File: src/fault_bank_consts.svh
`ifndef FAULT_BANK_CONSTS_SVH
`define FAULT_BANK_CONSTS_SVH

// ----------------------------------------
// Register offsets
// ----------------------------------------
`define OFS_LIVE_ONE 8'h00
`define OFS_LIVE_TWO 8'h01
`define OFS_LIVE_THREE 8'h02
`define OFS_STICKY_ONE 8'h04
`define OFS_STICKY_TWO 8'h05
`define OFS_STICKY_THREE 8'h06

// ----------------------------------------
// Field positions, first fault register
// ----------------------------------------
`define B1_SUPPLY_OFF 7
`define B1_ISO_OFF 6
`define B1_PG_ONE 5
`define B1_PG_TWO 4
`define B1_RECT_OFF 3
`define B1_PRI_FAST 2
`define B1_PRI_ACC 1
`define B1_SEC_ACC 0

// ----------------------------------------
// Field positions, second fault register
// ----------------------------------------
`define B2_CONTINUITY 7
`define B2_LOCAL_UV 6
`define B2_REVERSE 5
`define B2_SUPPLY_UV 4
`define B2_CORE_OV 3
`define B2_SUPPLY_OV 2
`define B2_LOAD_OV 1
`define B2_LOCAL_OV 0

// ----------------------------------------
// Field positions, third fault register
// ----------------------------------------
`define B3_OVER_TEMP 7
`define B3_RSVD_HI 6
`define B3_SHARE 5
`define B3_CONST_CUR 4
`define B3_RSVD_LO 3
`define B3_LINE_IMP 2
`define B3_SOFT_FILT 1
`define B3_EXT_FAULT 0

// ----------------------------------------
// Widths and reset values
// ----------------------------------------
`define PG2_SRC_W 17
`define ASYNC_W 20
`define BYTE_ZERO 8'h00
`define SUPPLY_OFF_RST 1'b1

`endif

File: src/fault_bank_pkg.sv
package fault_bank_pkg;
   typedef logic [7:0] fault_byte_t;
   typedef logic [16:0] pg2_vec_t;
   typedef logic [19:0] async_vec_t;
endpackage

File: src/sticky_flags.sv
`timescale 1ns/1ps
`include "fault_bank_consts.svh"

module sticky_flags (
   input wire logic MCLK,
   input wire logic RST,
   input wire fault_bank_pkg::fault_byte_t live,
   input wire logic clr,
   output fault_bank_pkg::fault_byte_t flags
);

   fault_bank_pkg::fault_byte_t prev_ff;
   fault_bank_pkg::fault_byte_t flags_ff;
   fault_bank_pkg::fault_byte_t rise;
   fault_bank_pkg::fault_byte_t drop;
   fault_bank_pkg::fault_byte_t nxt_flags;

   // ----------------------------------------
   // Edge capture and clear on read
   // ----------------------------------------
   assign rise = live & ~prev_ff;
   assign drop = clr ? ~live : `BYTE_ZERO;
   assign nxt_flags = (flags_ff & ~drop) | rise;
   assign flags = flags_ff;

   always_ff @(posedge MCLK or posedge RST) begin
      if (RST) begin
         prev_ff <= `BYTE_ZERO;
         flags_ff <= `BYTE_ZERO;
      end else begin
         prev_ff <= live;
         flags_ff <= nxt_flags;
      end
   end

endmodule // sticky_flags

File: src/fault_status_latch_bank.sv
`timescale 1ns/1ps
`include "fault_bank_consts.svh"

// Overview of operation
// - Latched flags stay set after their fault condition goes away.
// - Only a host read clears a latched flag, unless fault persists.
// - Latched flags set only on a rising edge of the live flag.
// - Live and latched registers share layouts; one means fault.
// - Supply-off bit set with outputs disabled until supply restarts.
// - Isolation-switch bit set while its gate control is off.
// - Power-ok-one fault is OR of seven supply and protection flags.
// - Power-ok-two fault is OR of wider individually maskable flags.
// - Rectifier-off bit: user disable, light load or flag action.
// - Fast primary overcurrent bit follows its comparator.
// - Accurate primary and secondary overcurrent bits.
// - Local undervoltage bit; response programmable elsewhere.
// - Reverse voltage bit; isolation switch disabled.
// - Supply undervoltage or core overvoltage force immediate shutdown.
// - Supply overvoltage needs a power-on toggle to restart.
// - Remote load overvoltage and local overvoltage bits.
// - Overtemperature and current-share bits; bits 6 and 3 reserved.
// - Constant-current bit, no protective action.
// - Line impedance bit, no action.
// - Soft-start filter in use bit, no action.
// - External fault input bit; response programmable elsewhere.
module fault_status_latch_bank (
   input wire logic MCLK,
   input wire logic RST,
   input wire logic RD_STB,
   input wire logic [7:0] RD_ADDR,
   output logic [7:0] RD_DATA,
   output logic RD_VALID,
   input wire logic PRI_FAST_OC,
   input wire logic PRI_ACC_OC,
   input wire logic SEC_ACC_OC,
   input wire logic CONTINUITY_FAULT,
   input wire logic LOCAL_UV,
   input wire logic REVERSE_V,
   input wire logic SUPPLY_UV,
   input wire logic CORE_RAIL_OV,
   input wire logic SUPPLY_OV,
   input wire logic REMOTE_A_OV,
   input wire logic REMOTE_B_OV,
   input wire logic LOCAL_OV,
   input wire logic OVER_TEMP,
   input wire logic SHARE_FAULT,
   input wire logic CONST_CURRENT,
   input wire logic LINE_IMPEDANCE,
   input wire logic SOFT_START_FILTER,
   input wire logic EXTERNAL_FAULT_INPUT,
   input wire logic ISOLATION_GATE_ON,
   input wire logic POWER_ON_INPUT,
   input wire logic LINE_SENSE_FAULT,
   input wire logic CHECKSUM_FAULT,
   input wire logic STORE_UNLOCKED,
   input wire logic SHUTDOWN_REQ,
   input wire logic RESTART_REQ,
   input wire logic RECT_USER_OFF,
   input wire logic LIGHT_LOAD,
   input wire logic RECT_FLAG_OFF,
   input wire fault_bank_pkg::pg2_vec_t PG2_IGNORE,
   output logic SUPPLY_OFF,
   output logic POWER_OK_ONE_FAULT,
   output logic POWER_OK_TWO_FAULT,
   output logic RECT_OFF
);

   // ----------------------------------------
   // Pin synchronisers
   // ----------------------------------------
   fault_bank_pkg::async_vec_t raw;
   fault_bank_pkg::async_vec_t meta_ff;
   fault_bank_pkg::async_vec_t sync_ff;

   assign raw = {PRI_FAST_OC, PRI_ACC_OC, SEC_ACC_OC, CONTINUITY_FAULT,
                 LOCAL_UV, REVERSE_V, SUPPLY_UV, CORE_RAIL_OV, SUPPLY_OV,
                 REMOTE_A_OV, REMOTE_B_OV, LOCAL_OV, OVER_TEMP, SHARE_FAULT,
                 CONST_CURRENT, LINE_IMPEDANCE, SOFT_START_FILTER,
                 EXTERNAL_FAULT_INPUT, ISOLATION_GATE_ON, POWER_ON_INPUT};

   always_ff @(posedge MCLK or posedge RST) begin
      if (RST) begin
         meta_ff <= '0;
         sync_ff <= '0;
      end else begin
         meta_ff <= raw;
         sync_ff <= meta_ff;
      end
   end

   // ----------------------------------------
   // Named synchronised conditions
   // ----------------------------------------
   logic pri_fast;
   logic pri_acc;
   logic sec_acc;
   logic continuity;
   logic local_uv;
   logic reverse_v;
   logic supply_uv;
   logic core_ov;
   logic supply_ov;
   logic load_ov;
   logic local_ov;
   logic over_temp;
   logic share;
   logic const_cur;
   logic line_imp;
   logic soft_filt;
   logic ext_fault;
   logic iso_off;
   logic power_on;

   assign pri_fast = sync_ff[19];
   assign pri_acc = sync_ff[18];
   assign sec_acc = sync_ff[17];
   assign continuity = sync_ff[16];
   assign local_uv = sync_ff[15];
   assign reverse_v = sync_ff[14];
   assign supply_uv = sync_ff[13];
   assign core_ov = sync_ff[12];
   assign supply_ov = sync_ff[11];
   assign load_ov = sync_ff[10] | sync_ff[9];
   assign local_ov = sync_ff[8];
   assign over_temp = sync_ff[7];
   assign share = sync_ff[6];
   assign const_cur = sync_ff[5];
   assign line_imp = sync_ff[4];
   assign soft_filt = sync_ff[3];
   assign ext_fault = sync_ff[2];
   assign iso_off = ~sync_ff[1];
   assign power_on = sync_ff[0];

   // ----------------------------------------
   // Supply off tracking
   // ----------------------------------------
   logic supply_off_ff;
   logic ov_lock_ff;
   logic power_on_prev_ff;
   logic hard_trip;
   logic power_on_rise;
   logic restart;
   logic nxt_supply_off;
   logic nxt_ov_lock;

   assign hard_trip = supply_uv | core_ov | supply_ov;
   assign power_on_rise = power_on & ~power_on_prev_ff;
   assign restart = (RESTART_REQ & ~ov_lock_ff) | power_on_rise;
   assign nxt_supply_off = hard_trip | SHUTDOWN_REQ |
                           (supply_off_ff & ~restart);
   assign nxt_ov_lock = supply_ov | (ov_lock_ff & power_on);

   always_ff @(posedge MCLK or posedge RST) begin
      if (RST) begin
         supply_off_ff <= `SUPPLY_OFF_RST;
         ov_lock_ff <= 1'b0;
         power_on_prev_ff <= 1'b0;
      end else begin
         supply_off_ff <= nxt_supply_off;
         ov_lock_ff <= nxt_ov_lock;
         power_on_prev_ff <= power_on;
      end
   end

   // ----------------------------------------
   // Aggregated flags
   // ----------------------------------------
   fault_bank_pkg::pg2_vec_t pg2_src;
   logic pg_one;
   logic pg_two;
   logic rect_off;

   assign pg_one = supply_off_ff | pri_fast | pri_acc | sec_acc |
                   local_uv | local_ov | load_ov;
   assign pg2_src = {supply_off_ff, iso_off, pri_fast, pri_acc, sec_acc,
                     continuity, local_uv, reverse_v, LINE_SENSE_FAULT,
                     ext_fault, core_ov, supply_ov, local_ov, load_ov,
                     over_temp, CHECKSUM_FAULT, STORE_UNLOCKED};
   assign pg_two = |(pg2_src & ~PG2_IGNORE);
   assign rect_off = RECT_USER_OFF | LIGHT_LOAD | RECT_FLAG_OFF;

   // ----------------------------------------
   // Live registers
   // ----------------------------------------
   fault_bank_pkg::fault_byte_t live_one_ff;
   fault_bank_pkg::fault_byte_t live_two_ff;
   fault_bank_pkg::fault_byte_t live_three_ff;
   fault_bank_pkg::fault_byte_t nxt_live_one;
   fault_bank_pkg::fault_byte_t nxt_live_two;
   fault_bank_pkg::fault_byte_t nxt_live_three;

   always_comb begin
      nxt_live_one = `BYTE_ZERO;
      nxt_live_one[`B1_SUPPLY_OFF] = supply_off_ff;
      nxt_live_one[`B1_ISO_OFF] = iso_off;
      nxt_live_one[`B1_PG_ONE] = pg_one;
      nxt_live_one[`B1_PG_TWO] = pg_two;
      nxt_live_one[`B1_RECT_OFF] = rect_off;
      nxt_live_one[`B1_PRI_FAST] = pri_fast;
      nxt_live_one[`B1_PRI_ACC] = pri_acc;
      nxt_live_one[`B1_SEC_ACC] = sec_acc;
   end

   always_comb begin
      nxt_live_two = `BYTE_ZERO;
      nxt_live_two[`B2_CONTINUITY] = continuity;
      nxt_live_two[`B2_LOCAL_UV] = local_uv;
      nxt_live_two[`B2_REVERSE] = reverse_v;
      nxt_live_two[`B2_SUPPLY_UV] = supply_uv;
      nxt_live_two[`B2_CORE_OV] = core_ov;
      nxt_live_two[`B2_SUPPLY_OV] = supply_ov;
      nxt_live_two[`B2_LOAD_OV] = load_ov;
      nxt_live_two[`B2_LOCAL_OV] = local_ov;
   end

   always_comb begin
      nxt_live_three = `BYTE_ZERO;
      nxt_live_three[`B3_OVER_TEMP] = over_temp;
      nxt_live_three[`B3_RSVD_HI] = 1'b0;
      nxt_live_three[`B3_SHARE] = share;
      nxt_live_three[`B3_CONST_CUR] = const_cur;
      nxt_live_three[`B3_RSVD_LO] = 1'b0;
      nxt_live_three[`B3_LINE_IMP] = line_imp;
      nxt_live_three[`B3_SOFT_FILT] = soft_filt;
      nxt_live_three[`B3_EXT_FAULT] = ext_fault;
   end

   always_ff @(posedge MCLK or posedge RST) begin
      if (RST) begin
         live_one_ff <= `BYTE_ZERO;
         live_two_ff <= `BYTE_ZERO;
         live_three_ff <= `BYTE_ZERO;
      end else begin
         live_one_ff <= nxt_live_one;
         live_two_ff <= nxt_live_two;
         live_three_ff <= nxt_live_three;
      end
   end

   // ----------------------------------------
   // Read decode
   // ----------------------------------------
   function automatic logic addr_is(input logic [7:0] addr,
                                    input logic [7:0] ofs);
      return addr == ofs;
   endfunction

   logic sel_l1;
   logic sel_l2;
   logic sel_l3;
   logic sel_s1;
   logic sel_s2;
   logic sel_s3;
   logic hit_s1;
   logic hit_s2;
   logic hit_s3;

   assign sel_l1 = addr_is(RD_ADDR, `OFS_LIVE_ONE);
   assign sel_l2 = addr_is(RD_ADDR, `OFS_LIVE_TWO);
   assign sel_l3 = addr_is(RD_ADDR, `OFS_LIVE_THREE);
   assign sel_s1 = addr_is(RD_ADDR, `OFS_STICKY_ONE);
   assign sel_s2 = addr_is(RD_ADDR, `OFS_STICKY_TWO);
   assign sel_s3 = addr_is(RD_ADDR, `OFS_STICKY_THREE);
   assign hit_s1 = RD_STB & sel_s1;
   assign hit_s2 = RD_STB & sel_s2;
   assign hit_s3 = RD_STB & sel_s3;

   // ----------------------------------------
   // Latched copies, same layout as live
   // ----------------------------------------
   fault_bank_pkg::fault_byte_t sticky_one;
   fault_bank_pkg::fault_byte_t sticky_two;
   fault_bank_pkg::fault_byte_t sticky_three;

   sticky_flags u_sticky_one (
      .MCLK(MCLK),
      .RST(RST),
      .live(live_one_ff),
      .clr(hit_s1),
      .flags(sticky_one)
   );

   sticky_flags u_sticky_two (
      .MCLK(MCLK),
      .RST(RST),
      .live(live_two_ff),
      .clr(hit_s2),
      .flags(sticky_two)
   );

   sticky_flags u_sticky_three (
      .MCLK(MCLK),
      .RST(RST),
      .live(live_three_ff),
      .clr(hit_s3),
      .flags(sticky_three)
   );

   // ----------------------------------------
   // Read data mux, no side effect on live
   // ----------------------------------------
   fault_bank_pkg::fault_byte_t rd_mux;

   assign rd_mux = sel_l1 ? live_one_ff :
                   sel_l2 ? live_two_ff :
                   sel_l3 ? live_three_ff :
                   sel_s1 ? sticky_one :
                   sel_s2 ? sticky_two :
                   sel_s3 ? sticky_three :
                   `BYTE_ZERO;

   // ----------------------------------------
   // Read port registers
   // ----------------------------------------
   always_ff @(posedge MCLK or posedge RST) begin
      if (RST) begin
         RD_DATA <= `BYTE_ZERO;
         RD_VALID <= 1'b0;
      end else begin
         RD_DATA <= RD_STB ? rd_mux : RD_DATA;
         RD_VALID <= RD_STB;
      end
   end

   // ----------------------------------------
   // Status output registers
   // ----------------------------------------
   always_ff @(posedge MCLK or posedge RST) begin
      if (RST) begin
         SUPPLY_OFF <= `SUPPLY_OFF_RST;
         POWER_OK_ONE_FAULT <= 1'b0;
         POWER_OK_TWO_FAULT <= 1'b0;
         RECT_OFF <= 1'b0;
      end else begin
         SUPPLY_OFF <= supply_off_ff;
         POWER_OK_ONE_FAULT <= pg_one;
         POWER_OK_TWO_FAULT <= pg_two;
         RECT_OFF <= rect_off;
      end
   end

endmodule // fault_status_latch_bank

File: config.mk
export PLATFORM = sky130hd
export DESIGN_NAME = fault_status_latch_bank
export DESIGN_NICKNAME = d
export VERILOG_FILES = /design/src/fault_bank_pkg.sv /design/src/sticky_flags.sv /design/src/fault_status_latch_bank.sv
export VERILOG_INCLUDE_DIRS = /design/src
export SDC_FILE = /design/constraint.sdc
export NUM_CORES = 1
export LEC_CHECK = 0
export BUFFER_PORTS_ARGS = -buffer_cell sky130_fd_sc_hd__clkbuf_2
export CORE_UTILIZATION = 45
export CTS_BUF_LIST = sky130_fd_sc_hd__clkbuf_4
export DETAILED_ROUTE_END_ITERATION = 6
export HOLD_SLACK_MARGIN = 0.1
export PLACE_DENSITY = 0.67
export SYNTH_ARGS = -nofsm -noshare
export SYNTH_HDL_FRONTEND = slang
export SYNTH_HIERARCHICAL = 1
export SYNTH_SLANG_ARGS = --single-unit
File: constraint.sdc
create_clock -name MCLK -period 5.3 [get_ports MCLK]
set_input_delay 1.06 -clock MCLK [delete_from_list [all_inputs] [get_ports MCLK]]
set_output_delay 1.06 -clock MCLK [all_outputs]
set_load 0.1 [all_outputs]
==> flow_metrics.env, run 1 <==
export IMPL_synth_warnings=6
export IMPL_p_clk_share_pct=36.6
export IMPL_cts_root_buf="clkbuf_4"
export IMPL_row_count=35
export IMPL_grt_pass1_wl_mm=13.6
export IMPL_cts_sinks=123
export IMPL_cts_setup_buffers=0
export IMPL_max_freq_ghz=0.394
export IMPL_synth_seq_cells=123
export IMPL_cp_cell_sequence="clkbuf_2"
export IMPL_drtPass1Iterations=4
export IMPL_gp_congestion=0.830
export IMPL_nets=442
export IMPL_wl_per_cell_um=15.1
export IMPL_io_pins=69
export IMPL_slowest_delay_ns=0.54
export IMPL_relSlewSlack_pct=49.3
export IMPL_leakage_nw=2.16
export IMPL_antenna_cells=0
export IMPL_post_cts_resized=0
export IMPL_wl_mm=7.97
export IMPL_post_route_min_period_ns=2.54
export IMPL_rrSetupSlack_ns=3.77
export IMPL_arrival_ns=1.48
export IMPL_htree_num_levels=4
export IMPL_synth_edff_count=0
export IMPL_fill_cells=797
export IMPL_status="completed"
export IMPL_grt_pass1_vias=2746
export IMPL_synth_top_area_share_pct=70.5
export IMPL_cts_tree="built"
export IMPL_start_util_pct=46.5
export IMPL_cts_clk_slew_worst_paths_ns=0.11
export IMPL_drt_iter0_drc=139
export IMPL_cts_buffer_depth=2
export IMPL_critPathRequiredTime_ns=4.24
export IMPL_post_route_period_util_pct=47.9
export IMPL_fin_util_pct=54.6
export IMPL_final_layout_size_suffix_gt1_share_pct=28.3
export IMPL_p_comb_share_pct=7.1
export IMPL_synth_largest_area_cell="dfrtp_1"
export IMPL_synth_seq_area_share_pct=71.8
export IMPL_via_count=2663
export IMPL_drv_slew=0
export IMPL_endpoint_kind="output port"
export IMPL_grt_total_usage_pct=18.7
export IMPL_drtAntennaViolNets=0
export IMPL_cp_max_fo=1
export IMPL_setup_tns_ns=0
export IMPL_finalNonFillerCells=528
export IMPL_maxCapViolCount=0
export IMPL_stdcell_area_sq_um=5040
export IMPL_dp_cells=496
export IMPL_coreArea_sq_um=9240
export IMPL_die_x_um=99.7
export IMPL_rsz0062_at_grt="false"
export IMPL_overflow=0
export IMPL_cts_hold_buf=0
export IMPL_switchingPower_uw=460
export IMPL_startpoint_type="register"
export IMPL_port_buffers=68
export IMPL_dpl_cell_area_sq_um=4760
export IMPL_antenna_found_initial=0
export IMPL_avgSynthCellArea_sq_um=14.1
export IMPL_die_area_sq_um=9930
export IMPL_place_ws_ns=2.63
export IMPL_tightest_slew_ns=0.760
export IMPL_hp_class="register to register"
export IMPL_synth_cells=304
export IMPL_synthToLayoutAreaGrowth_pct=17.5
export IMPL_die_y_um=99.7
export IMPL_post_synth_top_count_cell="dfrtp_1"
export IMPL_fin_ws_ns=2.76
export IMPL_hold_viol=0
export IMPL_cts_made_buffers=17
export IMPL_p_int_mw=1.30
export IMPL_async_flop_share_pct=100
export IMPL_pwr_density_cell_nw_per_um2=350
export IMPL_drc=0
export IMPL_path_class="register to output port"
export IMPL_cp_top_family="flip-flops"
export IMPL_whs_ns=0.345
export IMPL_fin_skew_ns=0.0181
export IMPL_p_sw_share_pct=26.1
export IMPL_synth_top_cells_by_count="121 x dfrtp_1, 36 x nand2b_1, 25 x inv_1"
export IMPL_synthTopCellsByArea="dfrtp_1 71%, nand2b_1 5.2%, a22o_1 4.9%, inv_1 2.2%, o221a_1 2.1%"
export IMPL_synth_flop_cell="dfrtp_1"
export IMPL_cpMaxStageDelayCell="dfstp_2"
export IMPL_finalPower_mw=1.76
export IMPL_p_seq_share_pct=56.4
export IMPL_peakVddDrop_mv=0.229
export IMPL_syn_cell_area_sq_um=4290
export IMPL_setup_viol=0
export IMPL_grt_max_degree=39
export IMPL_viasPerCell=5.04
export IMPL_path_buf_inv=1
export IMPL_clk_latency_ns=0.50
export IMPL_synth_cell_types=35
export IMPL_place_hpwl_mm=5.67
==> sequential cells by signal, indices dropped and copies added (netlist names) <==
signal                  cells
RD_DATA                     8
RD_VALID                    1
SUPPLY_OFF                  1
live_one_ff                 8
live_three_ff               6
live_two_ff                 8
meta_ff                    20
ov_lock_ff                  1
power_on_prev_ff            1
supply_off_ff               1
sync_ff                    20
u_sticky_one/flags          8
u_sticky_one/prev_ff        8
u_sticky_three/flags        8
u_sticky_three/prev_ff      8
u_sticky_two/flags          8
u_sticky_two/prev_ff        8
==> cells by family after synthesis <==
group	count (synthesis)	share of synthesized area, %
compound gates	66	13.1
buf+inv	38	3.88
flops	123	71.8
other cells	1	0.0874
simple gates	76	11.1
==> layer usage <==
layer / wire [um] / GRT usage (%) / vias to the layer above
met4: 166 / 8.94 / 0
met1: 3670 / 25.3 / 1299
met5: 0 / 0 / -
met3: 447 / 6.11 / 18
met2: 3690 / 27.4 / 97
li1: - / - / 1249
==> path summary, 6_finish.rpt <==
check / startpoint / endpoint / depth (start not counted)
worst max register to register: sync_ff[19] / live_one_ff[5] / 2
worst min register to register: meta_ff[6] / sync_ff[6] / 0
worst max-delay path: SUPPLY_OFF / SUPPLY_OFF / 1
min in group asynchronous: RST / u_sticky_two/prev_ff[7] / 2
max in group asynchronous: RST / supply_off_ff / 3
worst min-delay path: meta_ff[6] / sync_ff[6] / 0
==> power groups by stage <==
| stage | logic (mW) | clock network, mW | registers [mW] |
|---|---|---|---|
| after detailed placement | 0.126 | 0 | 1.01 |
| after global routing | 0.137 | 0.700 | 1.00 |
| after global placement | 0.125 | 0 | 1.01 |
| final | 0.125 | 0.645 | 0.995 |
| after floorplan | 0.0487 | 0 | 1.05 |
| after CTS | 0.127 | 0.663 | 0.996 |
==> area by class of cell <==
class                      count  area [sq um]  area share (%)
sequential                   123          3080            61.1
inverter                      28           105            2.08
clock inverter                13           141            2.80
tap                          129           161            3.20
timing repair buffer          70           355            7.05
clock buffer                  19           143            2.83
multi-input combinational    146          1060            21.0
==> placed cells by master, fill, tap and decap left out <==
cell | netlist | layout
dfrtp_1 | 121 | 121
clkbuf_2 | 0 | 68
nand2b_1 | 36 | 36
inv_1 | 25 | 24
a22o_1 | 24 | 24
clkbuf_4 | 1 | 19
nor3_1 | 11 | 11
o22ai_1 | 9 | 9
nor2b_1 | 9 | 9
o221a_1 | 8 | 8
o221ai_1 | 7 | 7
o2111ai_1 | 6 | 6
a22oi_1 | 6 | 6
nand2_1 | 5 | 5
inv_2 | 3 | 4
inv_6 | 0 | 4
conb_1 | 1 | 4
nor4_1 | 3 | 3
dfstp_2 | 2 | 2
or2_2 | 2 | 2
or4_1 | 2 | 2
nand3_1 | 2 | 2
o211ai_1 | 2 | 2
o311ai_0 | 2 | 2
clkinv_2 | 0 | 2
clkinvlp_4 | 0 | 2
bufinv_16 | 0 | 2
clkinv_4 | 0 | 2
buf_4 | 1 | 2
a211oi_1 | 1 | 1
a221oi_1 | 1 | 1
or3_1 | 1 | 1
or4_4 | 1 | 1
nor2_8 | 1 | 1
and3_2 | 1 | 1
nor2_1 | 1 | 1
nand3_4 | 1 | 1
clkinv_1 | 0 | 1
Note: power is estimated with default switching activity, not from simulation.
==> run 2, diff against run 1 <==
==> constraint.sdc (replaced) <==
create_clock -name MCLK -period 2.5 [get_ports MCLK]
set_input_delay 0.5 -clock MCLK [delete_from_list [all_inputs] [get_ports MCLK]]
set_output_delay 0.5 -clock MCLK [all_outputs]
set_load 0.1 [all_outputs]
==> flow_metrics.env, run 2 (synthesis results as in run 1) <==
export IMPL_setup_tns_ns=0
export IMPL_nets=465
export IMPL_cts_made_buffers=17
export IMPL_final_common_cell="dfrtp_1"
export IMPL_p_seq_share_pct=55.0
export IMPL_finalNonFillerCells=551
export IMPL_arrival_ns=1.49
export IMPL_die_x_um=99.7
export IMPL_maxCapViolCount=0
export IMPL_start_util_pct=46.5
export IMPL_busiest_layer="met2"
export IMPL_mostFrequentLayoutCells="121 x dfrtp_1, 68 x clkbuf_2, 36 x nand2b_1"
export IMPL_reg_top3="meta_ff x20, sync_ff x20"
export IMPL_port_buffers=68
export IMPL_dpl_cell_area_sq_um=4790
export IMPL_cts_sinks=123
export IMPL_place_hpwl_mm=5.59
export IMPL_leakage_nw=2.27
export IMPL_p_sw_share_pct=25.0
export IMPL_cts_clk_slew_worst_paths_ns=0.11
export IMPL_path_buf_inv=1
export IMPL_cpMaxStageDelayCell="dfstp_2"
export IMPL_critPathRequiredTime_ns=2.00
export IMPL_hp_class="input port to register"
export IMPL_cts_root_buf="clkbuf_4"
export IMPL_row_count=35
export IMPL_synthToLayoutAreaGrowth_pct=23.5
export IMPL_stdcell_area_sq_um=5300
export IMPL_cp_max_fo=1
export IMPL_switchingPower_uw=959
export IMPL_slowest_delay_ns=0.54
export IMPL_cts_buffer_depth=2
export IMPL_p_int_mw=2.88
export IMPL_peakVddDrop_mv=0.471
export IMPL_htree_num_levels=4
export IMPL_endpoint_kind="output port"
export IMPL_clk_latency_ns=0.49
export IMPL_die_area_sq_um=9930
export IMPL_reg2reg_depth=2
export IMPL_antenna_cells=0
export IMPL_grt_pass1_wl_mm=13.6
export IMPL_drv_slew=0
export IMPL_grt_use_met1_pct=25.5
export IMPL_drt_iter0_drc=175
export IMPL_p_clk_share_pct=37.3
export IMPL_post_route_period_util_pct=79.4
export IMPL_via_count=2744
export IMPL_pwr_density_cell_nw_per_um2=723
export IMPL_startpoint_type="register"
export IMPL_hold_viol=0
export IMPL_path_class="register to output port"
export IMPL_drc=0
export IMPL_io_pins=69
export IMPL_use_met2_pct=27.6
export IMPL_die_y_um=99.7
export IMPL_whs_path_depth=2
export IMPL_rrSetupSlack_ns=1.02
export IMPL_wl_mm=8.13
export IMPL_grtUsageMet3_pct=5.90
export IMPL_final_layout_size_suffix_gt1_share_pct=26.8
export IMPL_fin_skew_ns=0.0150
export IMPL_p_comb_share_pct=7.7
export IMPL_dp_cells=498
export IMPL_grt_pass1_vias=2766
export IMPL_drtAntennaViolNets=0
export IMPL_cts_tree="built"
export IMPL_cts_setup_buffers=0
export IMPL_drtPass1Iterations=4
export IMPL_post_route_min_period_ns=1.99
export IMPL_grt_max_degree=39
export IMPL_fill_cells=787
export IMPL_setup_viol=0
export IMPL_gp_congestion=0.863
export IMPL_cp_cell_sequence="clkbuf_2"
export IMPL_whs_ns=0.193
export IMPL_relSlewSlack_pct=57.7
export IMPL_cp_top_family="flip-flops"
export IMPL_viasPerCell=4.98
export IMPL_max_freq_ghz=0.504
export IMPL_tightest_slew_ns=0.634
export IMPL_grt_total_usage_pct=18.6
export IMPL_overflow=0
export IMPL_coreArea_sq_um=9240
export IMPL_status="completed"
export IMPL_rsz0062_at_grt="false"
export IMPL_cp_depth=1
export IMPL_antenna_found_initial=0
export IMPL_wl_per_cell_um=14.8
[run 2: changes by cell type in the layout (fill, tap and decap cells not counted), sizes merged]
cell / delta
dlygate4sd3: +21
buf: +2
bufinv: +1
clkbuf: -1
[run 2: layout make-up]
class                      instances  area [sq um]  share of cell area, %
sequential                       123          3080                   58.1
multi-input combinational        146          1060                   19.9
timing repair buffer              93           593                   11.2
clock inverter                    14           169                   3.19
tap                              129           161                   3.04
clock buffer                      18           135                   2.55
inverter                          28           105                   1.98
[run 2: power by group through the flow]
stage	combinational, mW	clock, mW	sequential, mW
detailed placement	0.272	0	2.15
global placement	0.269	0	2.15
floorplan	0.103	0	2.22
finish	0.296	1.43	2.11
CTS	0.298	1.48	2.11
global route	0.323	1.56	2.12
[run 2: metal layers]
layer  part of all wire, %  routed length (um)
met1                    46                3720
met2                    47                3850
met3                   5.3                 433
met4                   1.5                 126
met5                     0                   0
[run 2: timing repair]
action | CTS | global route
gates resized for setup | 0 | 0
endpoints found under the hold margin | 73 | 0
hold buffers | 21 | 0
[run 2: worst paths after layout]
check	from	to
setup / recovery	SUPPLY_OFF	SUPPLY_OFF
hold reg to reg	sync_ff[6]	live_three_ff[5]
hold / removal	RECT_USER_OFF	live_one_ff[3]
min in group asynchronous	RST	RD_DATA[6]
setup reg to reg	sync_ff[19]	live_one_ff[5]
max in group asynchronous	RST	u_sticky_three/flags[7]
[run 2: stage by stage]
stage	setup slack (ns)	utilization, %	power, mW
floorplan	0.0933	-	2.32
global placement	0.484	51.8	2.42
finish	0.514	57.4	3.84
CTS	0.485	57.4	3.89
detailed placement	0.415	51.8	2.42
global route	0.436	57.4	4.00
